## config.mk

```make
export PLATFORM = sky130hd
export DESIGN_NAME = motor_stall_detect_ripple_cfg
export DESIGN_NICKNAME = d
export VERILOG_FILES = /design/src/rtl/stall_pkg.sv /design/src/rtl/motor_stall_detect_ripple_cfg.sv
export SDC_FILE = /design/constraint.sdc
export NUM_CORES = 1
export LEC_CHECK = 0
export ABC_AREA = 1
export ABC_CLOCK_PERIOD_IN_PS = 1600
export BUFFER_PORTS_ARGS = -buffer_cell sky130_fd_sc_hd__buf_2
export CAP_MARGIN = 20
export CORE_ASPECT_RATIO = 1.25
export CORE_MARGIN = 2
export CORE_UTILIZATION = 51
export CTS_CLUSTER_DIAMETER = 150
export DETAILED_ROUTE_END_ITERATION = 8
export GPL_ROUTABILITY_DRIVEN = 0
export HOLD_SLACK_MARGIN = 0.06
export PLACE_DENSITY_LB_ADDON = 0.15
export SYNTH_ARGS = -nofsm -noshare
export SYNTH_HDL_FRONTEND = slang
export SYNTH_SLANG_ARGS = --single-unit
```

## constraint.sdc

```tcl
create_clock -name clock -period 1.6 [get_ports clock]
set_clock_uncertainty 0.15 [all_clocks]
set_input_delay 0.08 -clock clock [delete_from_list [all_inputs] [get_ports clock]]
set_output_delay 0.08 -clock clock [all_outputs]
set_load 0.01 [all_outputs]
```

## src/rtl/stall_pkg.sv

```systemverilog
// constants for the motor stall detection and ripple configuration block
package stall_pkg;
    // ==================================================
    // register byte offsets
    localparam logic [3:0] ctrl_offset = 4'h0;
    localparam logic [3:0] blank_offset = 4'h4;
    localparam logic [3:0] ripple_offset = 4'h8;
    localparam logic [3:0] status_offset = 4'hC;
    // ==================================================
    // control register field positions
    localparam int detect_enable_bit = 0;
    localparam int response_bit = 1;
    localparam int report_bit = 2;
    localparam int int_ref_bit = 3;
    localparam int limit_mode_lsb = 4;
    localparam int soft_start_bit = 6;
    localparam int fault_clear_bit = 7;
    localparam int sleep_bit = 8;
    // ripple register field positions
    localparam int ripple_enable_bit = 0;
    localparam int scale_lsb = 1;
    localparam int conductance_lsb = 8;
    // status register field positions
    localparam int blocked_flag_bit = 0;
    localparam int blanking_bit = 1;
    localparam int outputs_off_bit = 2;
    localparam int regulate_bit = 3;
    // ==================================================
    // reset values
    localparam logic [8:0] ctrl_reset = 9'h000;
    // default blanking 1 s: (1 s - 5 ms) / 102.4 us = 9717
    localparam logic [15:0] blank_reset = 16'h25F5;
    localparam logic [15:0] ripple_reset = 16'h0000;
    // ==================================================
    // timing: tick period and base interval
    localparam real clock_mhz = 250.0;
    localparam real tick_us = 102.4;
    localparam real base_ms = 5.0;
    localparam int tick_cycles = int'(tick_us * clock_mhz); // 25600
    localparam int base_ticks = int'(base_ms * 1000.0 / tick_us); // 49, nearest whole tick
    // ==================================================
    // conductance scale factors
    localparam logic [13:0] scale_by_2 = 14'h0002;
    localparam logic [13:0] scale_by_64 = 14'h0040;
    localparam logic [13:0] scale_by_1024 = 14'h0400;
    localparam logic [13:0] scale_by_8192 = 14'h2000;
    // ==================================================
    // blanking state machine
    typedef enum logic [2:0] {
        st_blank = 3'h1,
        st_watch = 3'h2,
        st_blocked = 3'h4
    } stall_state_t;
endpackage

```

## src/rtl/motor_stall_detect_ripple_cfg.sv

```systemverilog
// stall detection, blanking timer and ripple configuration registers
// Functional notes
// - internal reference select picks fixed 500 mV; otherwise the reference pin voltage.
// - blocked flag in status is set whenever a stall is detected.
// - detection disabled at zero; limit mode 01b then regulates at all times.
// - after blanking expires, flag stall at first sense at or above reference.
// - 16-bit blank time in 102.4 us steps, 0000h is 5 ms, default 1 s.
// - with soft start, ramp target across blanking; host scales field by setpoint.
// - blanking restarts after power-up, fault recovery, sleep exit, stall recovery.
// - response select zero latches bridge outputs off and sets blocked flag.
// - response select one sets blocked flag while bridge keeps driving.
// - latched mode recovers by fault clear; flag clears, blanking reruns, redetects.
// - indication mode fault clear zeroes flag; after blanking stall flagged again.
// - report enable drives fault pin low while stall flagged; else pin unaffected.
// - sense at or above reference means current at or above trip: a stall.
// - ripple counting active only when ripple count enable is one.
// - conductance scale code selects 2, 64, 1024 or 8192.
// - limit mode 00b no regulation, 01b with detection during blanking, 1X always.
`timescale 1ns/100ps
module motor_stall_detect_ripple_cfg #(
    // clock cycles per blanking tick; a small value shortens simulation
    parameter int tick_count = stall_pkg::tick_cycles
) (
    input wire logic clock,
    input wire logic resetn,
    // avalon-mm slave
    input wire logic [3:0] address,
    input wire logic read,
    input wire logic write,
    input wire logic [31:0] writedata,
    input wire logic [3:0] byteenable,
    output logic [31:0] readdata,
    output logic waitrequest,
    // analog interface
    input wire logic cmp_ext_ref,
    input wire logic cmp_int_ref,
    input wire logic fault_recover,
    input wire logic bridge_drive,
    output logic bridge_outputs_enable,
    output logic regulation_enable,
    output logic soft_start_active,
    output logic ripple_active,
    output logic [13:0] conductance_multiplier,
    output logic [7:0] conductance_value,
    output logic fault_pin_n
);
    // ==================================================
    // register file
    // field views below are plain slices, so decoding costs no logic
    logic [8:0] ctrl;
    logic [15:0] startup_blank_time;
    logic [15:0] ripple_cfg;
    logic ack;
    wire logic blocked_detect_enable = ctrl[stall_pkg::detect_enable_bit];
    wire logic blocked_response_select = ctrl[stall_pkg::response_bit];
    wire logic blocked_report_enable = ctrl[stall_pkg::report_bit];
    wire logic internal_reference_select = ctrl[stall_pkg::int_ref_bit];
    wire logic [1:0] current_limit_mode = ctrl[stall_pkg::limit_mode_lsb +: 2];
    wire logic soft_start_enable = ctrl[stall_pkg::soft_start_bit];
    wire logic sleep_mode = ctrl[stall_pkg::sleep_bit];
    wire logic ripple_count_enable = ripple_cfg[stall_pkg::ripple_enable_bit];
    wire logic [1:0] conductance_scale = ripple_cfg[stall_pkg::scale_lsb +: 2];

    // bus decode; every access takes one wait cycle, then completes
    // the wait cycle lets readdata come from a flop with no
    // combinational path from address to the bus; the cost is one
    // extra clock on every access, reads and writes alike
    wire logic access = read | write;
    wire logic done = access & ack;
    wire logic wr_ctrl = done & write & (address == stall_pkg::ctrl_offset);
    wire logic wr_blank = done & write & (address == stall_pkg::blank_offset);
    wire logic wr_ripple = done & write & (address == stall_pkg::ripple_offset);
    wire logic fault_clear = wr_ctrl & byteenable[0] & writedata[stall_pkg::fault_clear_bit];
    assign waitrequest = access & ~ack;

    // byte-lane merge shared by every writable register
    // only lanes 0 and 1 exist; upper lanes of a write are ignored
    function automatic logic [15:0] merge16(input logic [15:0] old, input logic [31:0] d,
                                             input logic [3:0] be);
        merge16 = {be[1] ? d[15:8] : old[15:8], be[0] ? d[7:0] : old[7:0]};
    endfunction

    // ack toggles so back-to-back requests each see one wait cycle
    // ack is high only in the completing cycle, never two in a row
    always_ff @(posedge clock or negedge resetn) begin
        if (!resetn) begin
            ack <= 1'b0;
        end else begin
            ack <= access & ~ack;
        end
    end

    // control word as stored: the clear strobe lane is masked out
    localparam logic [8:0] strobe_mask = 9'h001 << stall_pkg::fault_clear_bit;
    wire logic [15:0] ctrl_merged = merge16({7'h00, ctrl}, writedata, byteenable);
    wire logic [8:0] next_ctrl = ctrl_merged[8:0] & ~strobe_mask;

    // control: the clear bit is never stored, so it always reads back zero
    always_ff @(posedge clock or negedge resetn) begin
        if (!resetn) begin
            ctrl <= stall_pkg::ctrl_reset;
        end else if (wr_ctrl) begin
            ctrl <= next_ctrl;
        end
    end

    // blanking length; a new value waits for the next restart
    always_ff @(posedge clock or negedge resetn) begin
        if (!resetn) begin
            startup_blank_time <= stall_pkg::blank_reset;
        end else if (wr_blank) begin
            startup_blank_time <= merge16(startup_blank_time, writedata, byteenable);
        end
    end

    // ripple enable, scale code and conductance value
    always_ff @(posedge clock or negedge resetn) begin
        if (!resetn) begin
            ripple_cfg <= stall_pkg::ripple_reset;
        end else if (wr_ripple) begin
            ripple_cfg <= merge16(ripple_cfg, writedata, byteenable);
        end
    end

    // ==================================================
    // comparator synchroniser
    // both comparators are analog and switch at any time; two flops
    // keep a metastable level away from the state machine, at the
    // price of two clocks of detection latency
    // the reference select is a register, so the mux ahead is safe
    logic cmp_meta;
    logic cmp_sync;
    wire logic cmp_raw = internal_reference_select ? cmp_int_ref : cmp_ext_ref;
    always_ff @(posedge clock or negedge resetn) begin
        if (!resetn) begin
            cmp_meta <= 1'b0;
            cmp_sync <= 1'b0;
        end else begin
            cmp_meta <= cmp_raw;
            cmp_sync <= cmp_meta;
        end
    end
    // sense at or above reference counts as trip current
    // a reference switch without a clear can show a stale trip for two clocks
    wire logic over_trip = cmp_sync;

    // ==================================================
    // blanking timer: tick prescaler and tick countdown
    // the interval is the programmed code plus a fixed base of whole
    // ticks, so code zero still blanks for the minimum time; a write to
    // the length register only takes effect at the next restart
    // the count only runs in the blanking state, so it idles at zero
    logic [14:0] prescale;
    logic [16:0] blank_left;
    logic sleep_q;
    logic fault_q;
    stall_pkg::stall_state_t state;
    stall_pkg::stall_state_t next_state;
    logic blocked_flag;
    logic outputs_off;

    // restart sources; power-up is covered by reset landing in st_blank
    // edge detectors reset to the idle level of their sources, so the
    // release of reset never looks like a sleep exit or a fault exit
    // sleep held high keeps the timer loaded, so blanking starts fresh on exit
    wire logic sleep_exit = sleep_q & ~sleep_mode;
    wire logic fault_exit = fault_q & ~fault_recover;
    wire logic restart = sleep_exit | fault_exit | fault_clear | sleep_mode;
    wire logic tick = (prescale == 15'(tick_count - 1));
    wire logic blank_done = (blank_left == 17'h00000);
    // 17 bits: the largest code plus the base overflows 16
    wire logic [16:0] blank_load = 17'(startup_blank_time) + 17'(stall_pkg::base_ticks);

    always_ff @(posedge clock or negedge resetn) begin
        if (!resetn) begin
            sleep_q <= 1'b0;
            fault_q <= 1'b0;
        end else begin
            sleep_q <= sleep_mode;
            fault_q <= fault_recover;
        end
    end

    // prescaler restarts with blanking so the interval is never short
    // tick marks the last cycle of each period, not the first
    always_ff @(posedge clock or negedge resetn) begin
        if (!resetn) begin
            prescale <= 15'h0000;
        end else if (restart || tick) begin
            prescale <= 15'h0000;
        end else begin
            prescale <= prescale + 15'h0001;
        end
    end

    // reset loads zero; the first cycle after release reloads from the register
    // the reload waits one cycle because reset must load only constants
    // until loaded is set, blank_done is ignored by the state machine
    logic loaded;
    always_ff @(posedge clock or negedge resetn) begin
        if (!resetn) begin
            loaded <= 1'b0;
            blank_left <= 17'h00000;
        end else begin
            loaded <= 1'b1;
            if (restart || !loaded) begin
                blank_left <= blank_load;
            end else if (state == stall_pkg::st_blank && tick && !blank_done) begin
                blank_left <= blank_left - 17'h00001;
            end
        end
    end

    // ==================================================
    // stall state machine
    // blank: detection ignored while the interval runs down
    // watch: the first synchronised trip moves to blocked
    // blocked: held until a restart; only a restart leaves it, so a
    // stall is never reported twice without a clear in between
    // detection is gated here, so disabling it drops a pending trip
    wire logic detect = blocked_detect_enable & over_trip;
    always_comb begin
        next_state = state;
        case (state)
            stall_pkg::st_blank: begin
                if (loaded && !restart && blank_done) begin
                    next_state = stall_pkg::st_watch;
                end
            end
            stall_pkg::st_watch: begin
                if (restart) begin
                    next_state = stall_pkg::st_blank;
                end else if (detect) begin
                    next_state = stall_pkg::st_blocked;
                end
            end
            stall_pkg::st_blocked: begin
                if (restart) begin
                    next_state = stall_pkg::st_blank;
                end
            end
            default: begin
                next_state = stall_pkg::st_blank;
            end
        endcase
    end

    always_ff @(posedge clock or negedge resetn) begin
        if (!resetn) begin
            state <= stall_pkg::st_blank;
        end else begin
            state <= next_state;
        end
    end

    // flag: a clear restarts blanking, which also blocks a set in that cycle
    // so the clear always wins; a trip still standing is caught again
    // once the new blanking interval has run out
    wire logic set_flag = (state == stall_pkg::st_watch) & detect & ~restart;
    always_ff @(posedge clock or negedge resetn) begin
        if (!resetn) begin
            blocked_flag <= 1'b0;
            outputs_off <= 1'b0;
        end else begin
            if (set_flag) begin
                blocked_flag <= 1'b1;
                outputs_off <= ~blocked_response_select;
            end else if (fault_clear) begin
                blocked_flag <= 1'b0;
                outputs_off <= 1'b0;
            end
        end
    end

    // ==================================================
    // outputs
    // bridge enable and the fault pin are gates on flops, so they
    // move in the same cycle as the flag and the latch behind them
    // bridge_drive passes straight through unless the latch is set
    wire logic blanking = (state == stall_pkg::st_blank);
    assign bridge_outputs_enable = bridge_drive & ~outputs_off;
    // limit mode: 00 off, 01 blanking-only when detection on, 1x always
    // with detection off, mode 01 regulates at all times
    assign regulation_enable = current_limit_mode[1] |
        (current_limit_mode[0] & (~blocked_detect_enable | blanking));
    // host scales the field by the setpoint; hardware ramps over blanking
    // the ramp itself lives in the regulation loop; this is its window
    assign soft_start_active = soft_start_enable & blanking;
    assign ripple_active = ripple_count_enable & ~sleep_mode;
    assign fault_pin_n = ~(blocked_report_enable & blocked_flag);

    // conductance scale decode, held in flops
    // the multiplier trails the register by one clock; the ripple
    // datapath reads it only while counting, so the lag is harmless
    // every code maps to a power of two, so the multiply is a shift
    function automatic logic [13:0] scale_of(input logic [1:0] code);
        case (code)
            2'h0: scale_of = stall_pkg::scale_by_2;
            2'h1: scale_of = stall_pkg::scale_by_64;
            2'h2: scale_of = stall_pkg::scale_by_1024;
            default: scale_of = stall_pkg::scale_by_8192;
        endcase
    endfunction

    always_ff @(posedge clock or negedge resetn) begin
        if (!resetn) begin
            conductance_multiplier <= stall_pkg::scale_by_2;
            conductance_value <= 8'h00;
        end else begin
            conductance_multiplier <= scale_of(conductance_scale);
            conductance_value <= ripple_cfg[stall_pkg::conductance_lsb +: 8];
        end
    end

    // ==================================================
    // read mux; unmapped addresses read zero
    // status is live, so a read shows the state one clock before the
    // read completes; ctrl never holds the clear strobe
    logic [31:0] next_readdata;
    // status packs flag, blanking, latch and regulation, low bit first
    wire logic [3:0] status = {regulation_enable, outputs_off, blanking, blocked_flag};
    always_comb begin
        case (address)
            stall_pkg::ctrl_offset: next_readdata = {23'h000000, ctrl};
            stall_pkg::blank_offset: next_readdata = {16'h0000, startup_blank_time};
            stall_pkg::ripple_offset: next_readdata = {16'h0000, ripple_cfg};
            stall_pkg::status_offset: next_readdata = {28'h0000000, status};
            default: next_readdata = 32'h00000000;
        endcase
    end

    // read data is captured in the wait cycle and then held until
    // the next read, so the master may take it at the completing edge
    // writes leave it alone, so it never shows a half-merged word
    always_ff @(posedge clock or negedge resetn) begin
        if (!resetn) begin
            readdata <= 32'h00000000;
        end else if (read && !ack) begin
            readdata <= next_readdata;
        end
    end
endmodule

```

==> flow_metrics.tcl, run 1 <==
set metrics [dict create \
    ir_drop_mv 0.574 \
    crit_end "blank_left[13]$_DFFE_PN0P_" \
    synth_ff_type "dfrtp_1" \
    clockRootBuffer "clkbuf_16" \
    crit_chain "ha_2 > nand2_2 > nor2_4 > nand3b_4 > nor2_4 > nand3_4 > nand2_8 > buf_12 > nand3_2 > nand2_1" \
    dieArea_um2 12300 \
    via_per_inst 5.17 \
    n_antenna_cell 0 \
    pin_count 108 \
    final_cells 1075 \
    clk_path_buf_depth 2 \
    ys_seq_area_share_pct 47.9 \
    dieWidth_um 99.6 \
    synth.ff_latch_count 111 \
    grt_max_degree 39 \
    synth-edff-count 0 \
    startpoint_type "register" \
    synth_cell_type_count 38 \
    antenna_left 0 \
    clk_pin_slew_ns 0.08 \
    syn_to_final_growth_pct 37.5 \
    fillers 854 \
    avgSynthCellArea_um2 7.84 \
    hold_viol 0 \
    slew_violations 0 \
    placedCellCount 1010 \
    first_global_vias 5380 \
    dpl.hpwl_um 10600 \
    cts_tree "built" \
    core_area_um2 11100 \
    fin_ws_ns -0.188 \
    setup_violations 27 \
    pre_cts_slack_ns -0.202 \
    grt_use_total_pct 25.4 \
    setup_tns_ns -3.29 \
    port_buffers 63 \
    yosys-top-cells-count "nand2_1 (255), dfrtp_1 (100), inv_1 (75)" \
    yosys.area.top_type "dfrtp_1" \
    crit_arrival_ns 1.93 \
    crit_path_frequent_cell "nor2_4" \
    netlist_top_cells_area "dfrtp_1 (43%), nand2_1 (16%), dfstp_2 (5.0%), inv_1 (4.8%), o21ai_0 (4.8%)" \
    rows 43 \
    async_flop_share_pct 100 \
    routedWlPerCell_um 14.8 \
    clock-sinks 111 \
    fin_crit_sh_pct 112 \
    rrSetupSlack_ns -0.19 \
    numCtsBuffers 9 \
    crit-reg2reg-launch "prescale[0]$_DFF_PN0_" \
    die_h_um 123 \
    max_stage_delay_ns 0.37 \
    reg2reg_depth 10 \
    max_freq_mhz 559 \
    worstSetupEndpointType "register" \
    worstSetupPathType "register to register" \
    netlist.area_leader.share_pct 43.0 \
    antenna_found_initial 0 \
    initial_core_util_pct 52.3 \
    yosys_warnings 0 \
    drt_first_iter_violations 347 \
    total_power_uw 8840 \
    startpoint "prescale[0]$_DFF_PN0_" \
    drt_pass1_iterations 6 \
    drive_above_1_share_pct 31.3 \
    rsz0062_at_grt "yes" \
    yosysMostFrequentCell "nand2_1" \
    htreeDepth 3 \
    via_count 5555 \
    drc 0 \
    crit_required_ns 1.75 \
    timing.rr.end "blank_left[13]$_DFFE_PN0P_" \
    cpMaxStageDelayCell "dfrtp_1" \
    violations "negative setup slack" \
    regArea_um2 2790 \
    status "finished, violations left" \
    syn_inst 743 \
    maxCapViolCount 0 \
    overflow 0 \
    wl_um 15900 \
    synth_area_um2 5820 \
    multi_input_area_um2 2930 \
    power_leakage_uw 0.00412 \
    hp-class "primary input to register" \
    crit_path_max_fanout 7 \
    grt_pass1_wl_um 24800 \
    pwr_density_cell_nw_per_um2 1100 \
    nNetsFinal 987 \
    min_period_ns 1.79 \
    clock_latency_ns 0.36 \
]
[cell usage in the layout (no fill, tap or decap), types with 12 or more instances in the layout]
| cell | netlist | routed |
|---|---|---|
| nand2_2 | 6 | 22 |
| buf_4 | 29 | 88 |
| dfrtp_1 | 100 | 100 |
| xor2_1 | 13 | 13 |
| conb_1 | 2 | 27 |
| buf_6 | 2 | 16 |
| nand4_1 | 12 | 12 |
| o21ai_0 | 56 | 50 |
| nand3_1 | 50 | 34 |
| buf_2 | 4 | 60 |
| nor2_2 | 3 | 14 |
| nor2_1 | 58 | 40 |
| nand2_1 | 255 | 234 |
| inv_1 | 75 | 70 |
| o21ai_1 | 8 | 14 |
| dlygate4sd3_1 | 0 | 24 |
| nand3_2 | 3 | 16 |
[area by class of cell]
type / count / area share (%)
clock buffers: 10 / 2.98
clock inverters: 6 / 0.719
inverters: 77 / 3.83
multi-input cells: 541 / 36.6
flip-flops and latches: 111 / 34.9
well taps: 135 / 2.11
repair buffers: 194 / 18.8
repair inverters: 1 / 0.141
[cells by family (layout without fill, tap and decap cells)]
logic type	count (synthesis)	after routing	share of synthesized area, %
flops	111	111	47.9
xor+xnor	21	21	3.16
other cells	2	27	0.129
fa+ha+maj	4	4	0.859
compound gates	79	79	7.13
buf+inv	118	288	9.86
simple gates	408	410	30.9
[how the worst min path moves through the flow]
stage | start | endpoint | slack, ns | cells after the start
final | address[3] | readdata[3]$_DFFE_PN0P_ | 0.08 | 7
after global routing | byteenable[0] | startup_blank_time[4]$_DFFE_PN1P_ | 0.12 | 4
after CTS | address[3] | readdata[3]$_DFFE_PN0P_ | 0.07 | 7
after detailed placement | resetn | prescale[14]$_DFF_PN0_ | -0.13 | 1
after global placement | resetn | prescale[13]$_DFF_PN0_ | -0.13 | 1
after floorplan | resetn | ack$_DFF_PN0_ | -0.37 | 0
[worst max-delay path, delay by kind of cell, from the launching register on]
kind / cells / cell delay, ns
adder cells (fa/ha/maj): 1 / 0.20
AND/OR/NAND/NOR: 8 / 0.86
flip-flops: 1 / 0.37
buffers and inverters: 1 / 0.13
[state kept, by name (all words and copies together) (netlist names), 3 cells and up]
| name | cells |
|---|---|
| startup_blank_time | 16 |
| ctrl | 8 |
| prescale | 15 |
| conductance_multiplier | 4 |
| blank_left | 17 |
| conductance_value | 8 |
| readdata | 16 |
| state | 3 |
| ripple_cfg | 16 |
[power breakdown]
part           leakage, uW  internal [uW]  switching, uW
Clock             0.000148           1140           1110
Combinational      0.00252           1380           1690
Sequential         0.00145           3210            305
Total              0.00412           5730           3110
[timing repair]
action	in CTS	in global routing
endpoints found under the hold margin	147	0
hold buffers	24	0
setup endpoints to repair	35	51
gates resized for setup	55	55
buffers inserted	11	15
gates cloned	2	2
pin swaps	16	30
[per-stage QoR]
stage / cell area, um^2 / hold slack (ns) / util [%]
after global placement: 6860 / -0.134 / 61.6
after CTS: 7690 / 0.0707 / 69.0
after global routing: 8010 / 0.124 / 71.9
after floorplan: 5960 / -0.366 / -
final: 8010 / 0.0841 / 71.9
after detailed placement: 6860 / -0.127 / 61.6
[per-layer routing]
metal,share of wire (%),global-route usage [%]
met3,4.7,4.07
met5,0,0
met4,2.1,9.85
met2,53,44.3
met1,40,31.7
Note: power is estimated with default switching activity, not from simulation.
==> inputs of run 2 (changes only) <==
Settings changed: ABC_AREA 1 to unset, CORE_UTILIZATION 51 to 50, SETUP_SLACK_MARGIN set to 0.1.
==> run 2 against run 1 <==
  * The flow still finishes with violations (negative setup slack)
  * Sequential power fell by 2%
  * Core utilization rose by 4.6 points
  * Die area fell by 5.5%
  * Clock-buffer cell count did not move
  * Setup slack got worse by 0.39 ns
  * Critical path depth fell by 3
  * Critical endpoint is now blank_left[7]$_DFFE_PN0P_
  * Largest power group unchanged
==> flow_metrics.tcl, run 2 <==
set metrics [dict create \
    status "finished, violations left" \
    violations "negative setup slack" \
    drt_first_iter_violations 282 \
    total_power_uw 7720 \
    regMostFlops "blank_left" \
    numCtsBuffers 9 \
    min_period_ns 2.18 \
    startpoint_type "register" \
    via_per_inst 5.53 \
    layout.cells.most_common "buf_4" \
    yosys-top-cells-count "dfrtp_1 (100), mux2_2 (41), nor2_1 (39)" \
    dieWidth_um 96.8 \
    rows 42 \
    cts_tree "built" \
    fin_crit_sh_pct 136 \
    clk_path_buf_depth 2 \
    grt_pass1_wl_um 23800 \
    clk_pin_slew_ns 0.08 \
    clock_latency_ns 0.36 \
    overflow 0 \
    syn_to_final_growth_pct 50.0 \
    avgSynthCellArea_um2 11.0 \
    pre_cts_slack_ns -0.668 \
    synth_ff_type "dfrtp_1" \
    crit_arrival_ns 2.30 \
    n_antenna_cell 0 \
    clockRootBuffer "clkbuf_16" \
    antenna_left 0 \
    routedWlPerCell_um 17.9 \
    mostFrequentLayoutCells "buf_4 (106), dfrtp_1 (99), buf_2 (61)" \
    synth_cell_type_count 58 \
    core_area_um2 10600 \
    htreeDepth 3 \
    fin_ws_ns -0.577 \
    die_h_um 120 \
    pwr_density_cell_nw_per_um2 956 \
    port_buffers 63 \
    rsz0062_at_grt "yes" \
    hp-class "primary input to async pin" \
    synth-edff-count 0 \
    initial_core_util_pct 51.0 \
    setup_violations 44 \
    maxCapViolCount 0 \
    multi_input_area_um2 3020 \
    netlist.area_leader.share_pct 46.5 \
    drive_above_1_share_pct 49.9 \
    dpl.hpwl_um 10000 \
    grt_use_total_pct 25.7 \
    pin_count 108 \
    ir_drop_mv 0.630 \
    grt_max_degree 35 \
    yosys_warnings 0 \
    synth_area_um2 5390 \
    slew_violations 0 \
    netlist_top_cells_area "dfrtp_1 (46%), mux2_2 (8.6%), dfstp_2 (5.4%), buf_4 (3.6%), xnor2_1 (3.3%)" \
    crit_required_ns 1.73 \
    first_global_vias 4850 \
    antenna_found_initial 0 \
    ys_seq_area_share_pct 51.8 \
    worstSetupEndpointType "register" \
    largest_reg_flops 17 \
    syn_inst 491 \
    wl_um 15000 \
    yosys.area.top_type "dfrtp_1" \
    yosysMostFrequentCell "dfrtp_1" \
    clock-sinks 111 \
    fillers 676 \
    max_freq_mhz 459 \
    via_count 4639 \
    synth.ff_latch_count 111 \
    crit_path_max_fanout 6 \
    async_flop_share_pct 100 \
    power_leakage_uw 0.00369 \
    dieArea_um2 11600 \
    nNetsFinal 754 \
    drt_pass1_iterations 5 \
    hold_viol 0 \
    worstSetupPathType "register to register" \
    regArea_um2 2790 \
    drc 0 \
]
[run 2: cell types whose count changed after synthesis, sizes merged, moves of 9 or more]
cell / before / now
nand2: 262 / 33
inv: 76 / 7
mux2: 0 / 41
nand3: 55 / 15
o21ai: 64 / 24
nor2: 66 / 39
clkbuf: 6 / 21
xnor2: 8 / 20
nor4: 2 / 12
a22oi: 0 / 9
buf: 35 / 26
[run 2: timing repair]
action,CTS,global route
gates resized for setup,88,53
buffers inserted,21,14
setup endpoints to repair,59,70
pin swaps,22,28
endpoints found under the hold margin,146,0
hold buffers,23,0
gates cloned,2,0
[run 2: layout make-up]
class,instances,area share (%)
Clock inverter,6,0.681
Multi-Input combinational cell,351,37.4
Timing Repair Buffer,222,22.2
Clock buffer,10,2.83
Tap cell,132,2.04
Sequential cell,111,34.6
Inverter,7,0.325
[run 2: kinds of logic (layout without fill, tap and decap cells)]
logic type,count (synthesis),count (layout),share of synthesized area (%)
other,2,27,0.139
adder cells (fa/ha/maj),4,4,0.929
AO/OA/AOI/OAI,76,76,9.83
buffers and inverters,54,245,5.58
XOR/XNOR,34,34,5.53
AND/OR/NAND/NOR,167,167,17.2
multiplexers,43,43,8.95
flip-flops,111,111,51.8
[run 2: per-layer routing]
| metal | vias up | GRT usage, % | part of all wire, % |
|---|---|---|---|
| met5 | - | 0 | 0 |
| met1 | 2329 | 31.4 | 38 |
| met4 | 0 | 11.7 | 2.7 |
| li1 | 2142 | - | - |
| met3 | 38 | 2.27 | 3.5 |
| met2 | 130 | 46.3 | 55 |
[run 2: worst max-delay path, cell delays in order, from the launching register on]
cell and delay (ns):
dfrtp_1 0.37, ha_2 0.18, nand4_1 0.13, nor4_4 0.41, nand3_4 0.17, buf_6 0.17, or4_1 0.39, a31oi_1 0.13
[run 2: stage by stage]
step | area, um^2 | utilization [%] | hold slack (ns) | setup TNS, ns | cells
3_3_place_gp | 6740 | 63.8 | -0.101 | -10.66 | 768
3_5_place_dp | 6740 | 63.8 | -0.0983 | -13.08 | 768
6_report | 8080 | 76.5 | 0.0616 | -15.00 | 839
4_1_cts | 7800 | 73.8 | 0.0777 | -15.71 | 829
2_1_floorplan | 5720 | - | -0.366 | -7.33 | 516
5_1_grt | 8080 | 76.5 | 0.117 | -18.52 | 839
[run 2: path summary, 6_finish.rpt]
kind | start | to | slack (ns) | cells after the start
min in group clock | fault_recover | state[2]$_DFFE_PN0P_ | 0.12 | 6
hold reg to reg | cmp_meta$_DFF_PN0_ | cmp_sync$_DFF_PN0_ | 0.25 | 0
hold / removal | resetn | conductance_multiplier[6]$_DFF_PN0_ | 0.06 | 2
setup reg to reg | prescale[1]$_DFF_PN0_ | blank_left[7]$_DFFE_PN0P_ | -0.58 | 7
max in group asynchronous | resetn | startup_blank_time[6]$_DFFE_PN1P_ | 0.63 | 3
setup / recovery | prescale[1]$_DFF_PN0_ | blank_left[7]$_DFFE_PN0P_ | -0.58 | 7
[run 2: report_power, final]
group	internal (uW)	total (uW)	switching [uW]
clock	1090	2170	1080
sequential	3150	3430	280
combinational	1130	2120	990
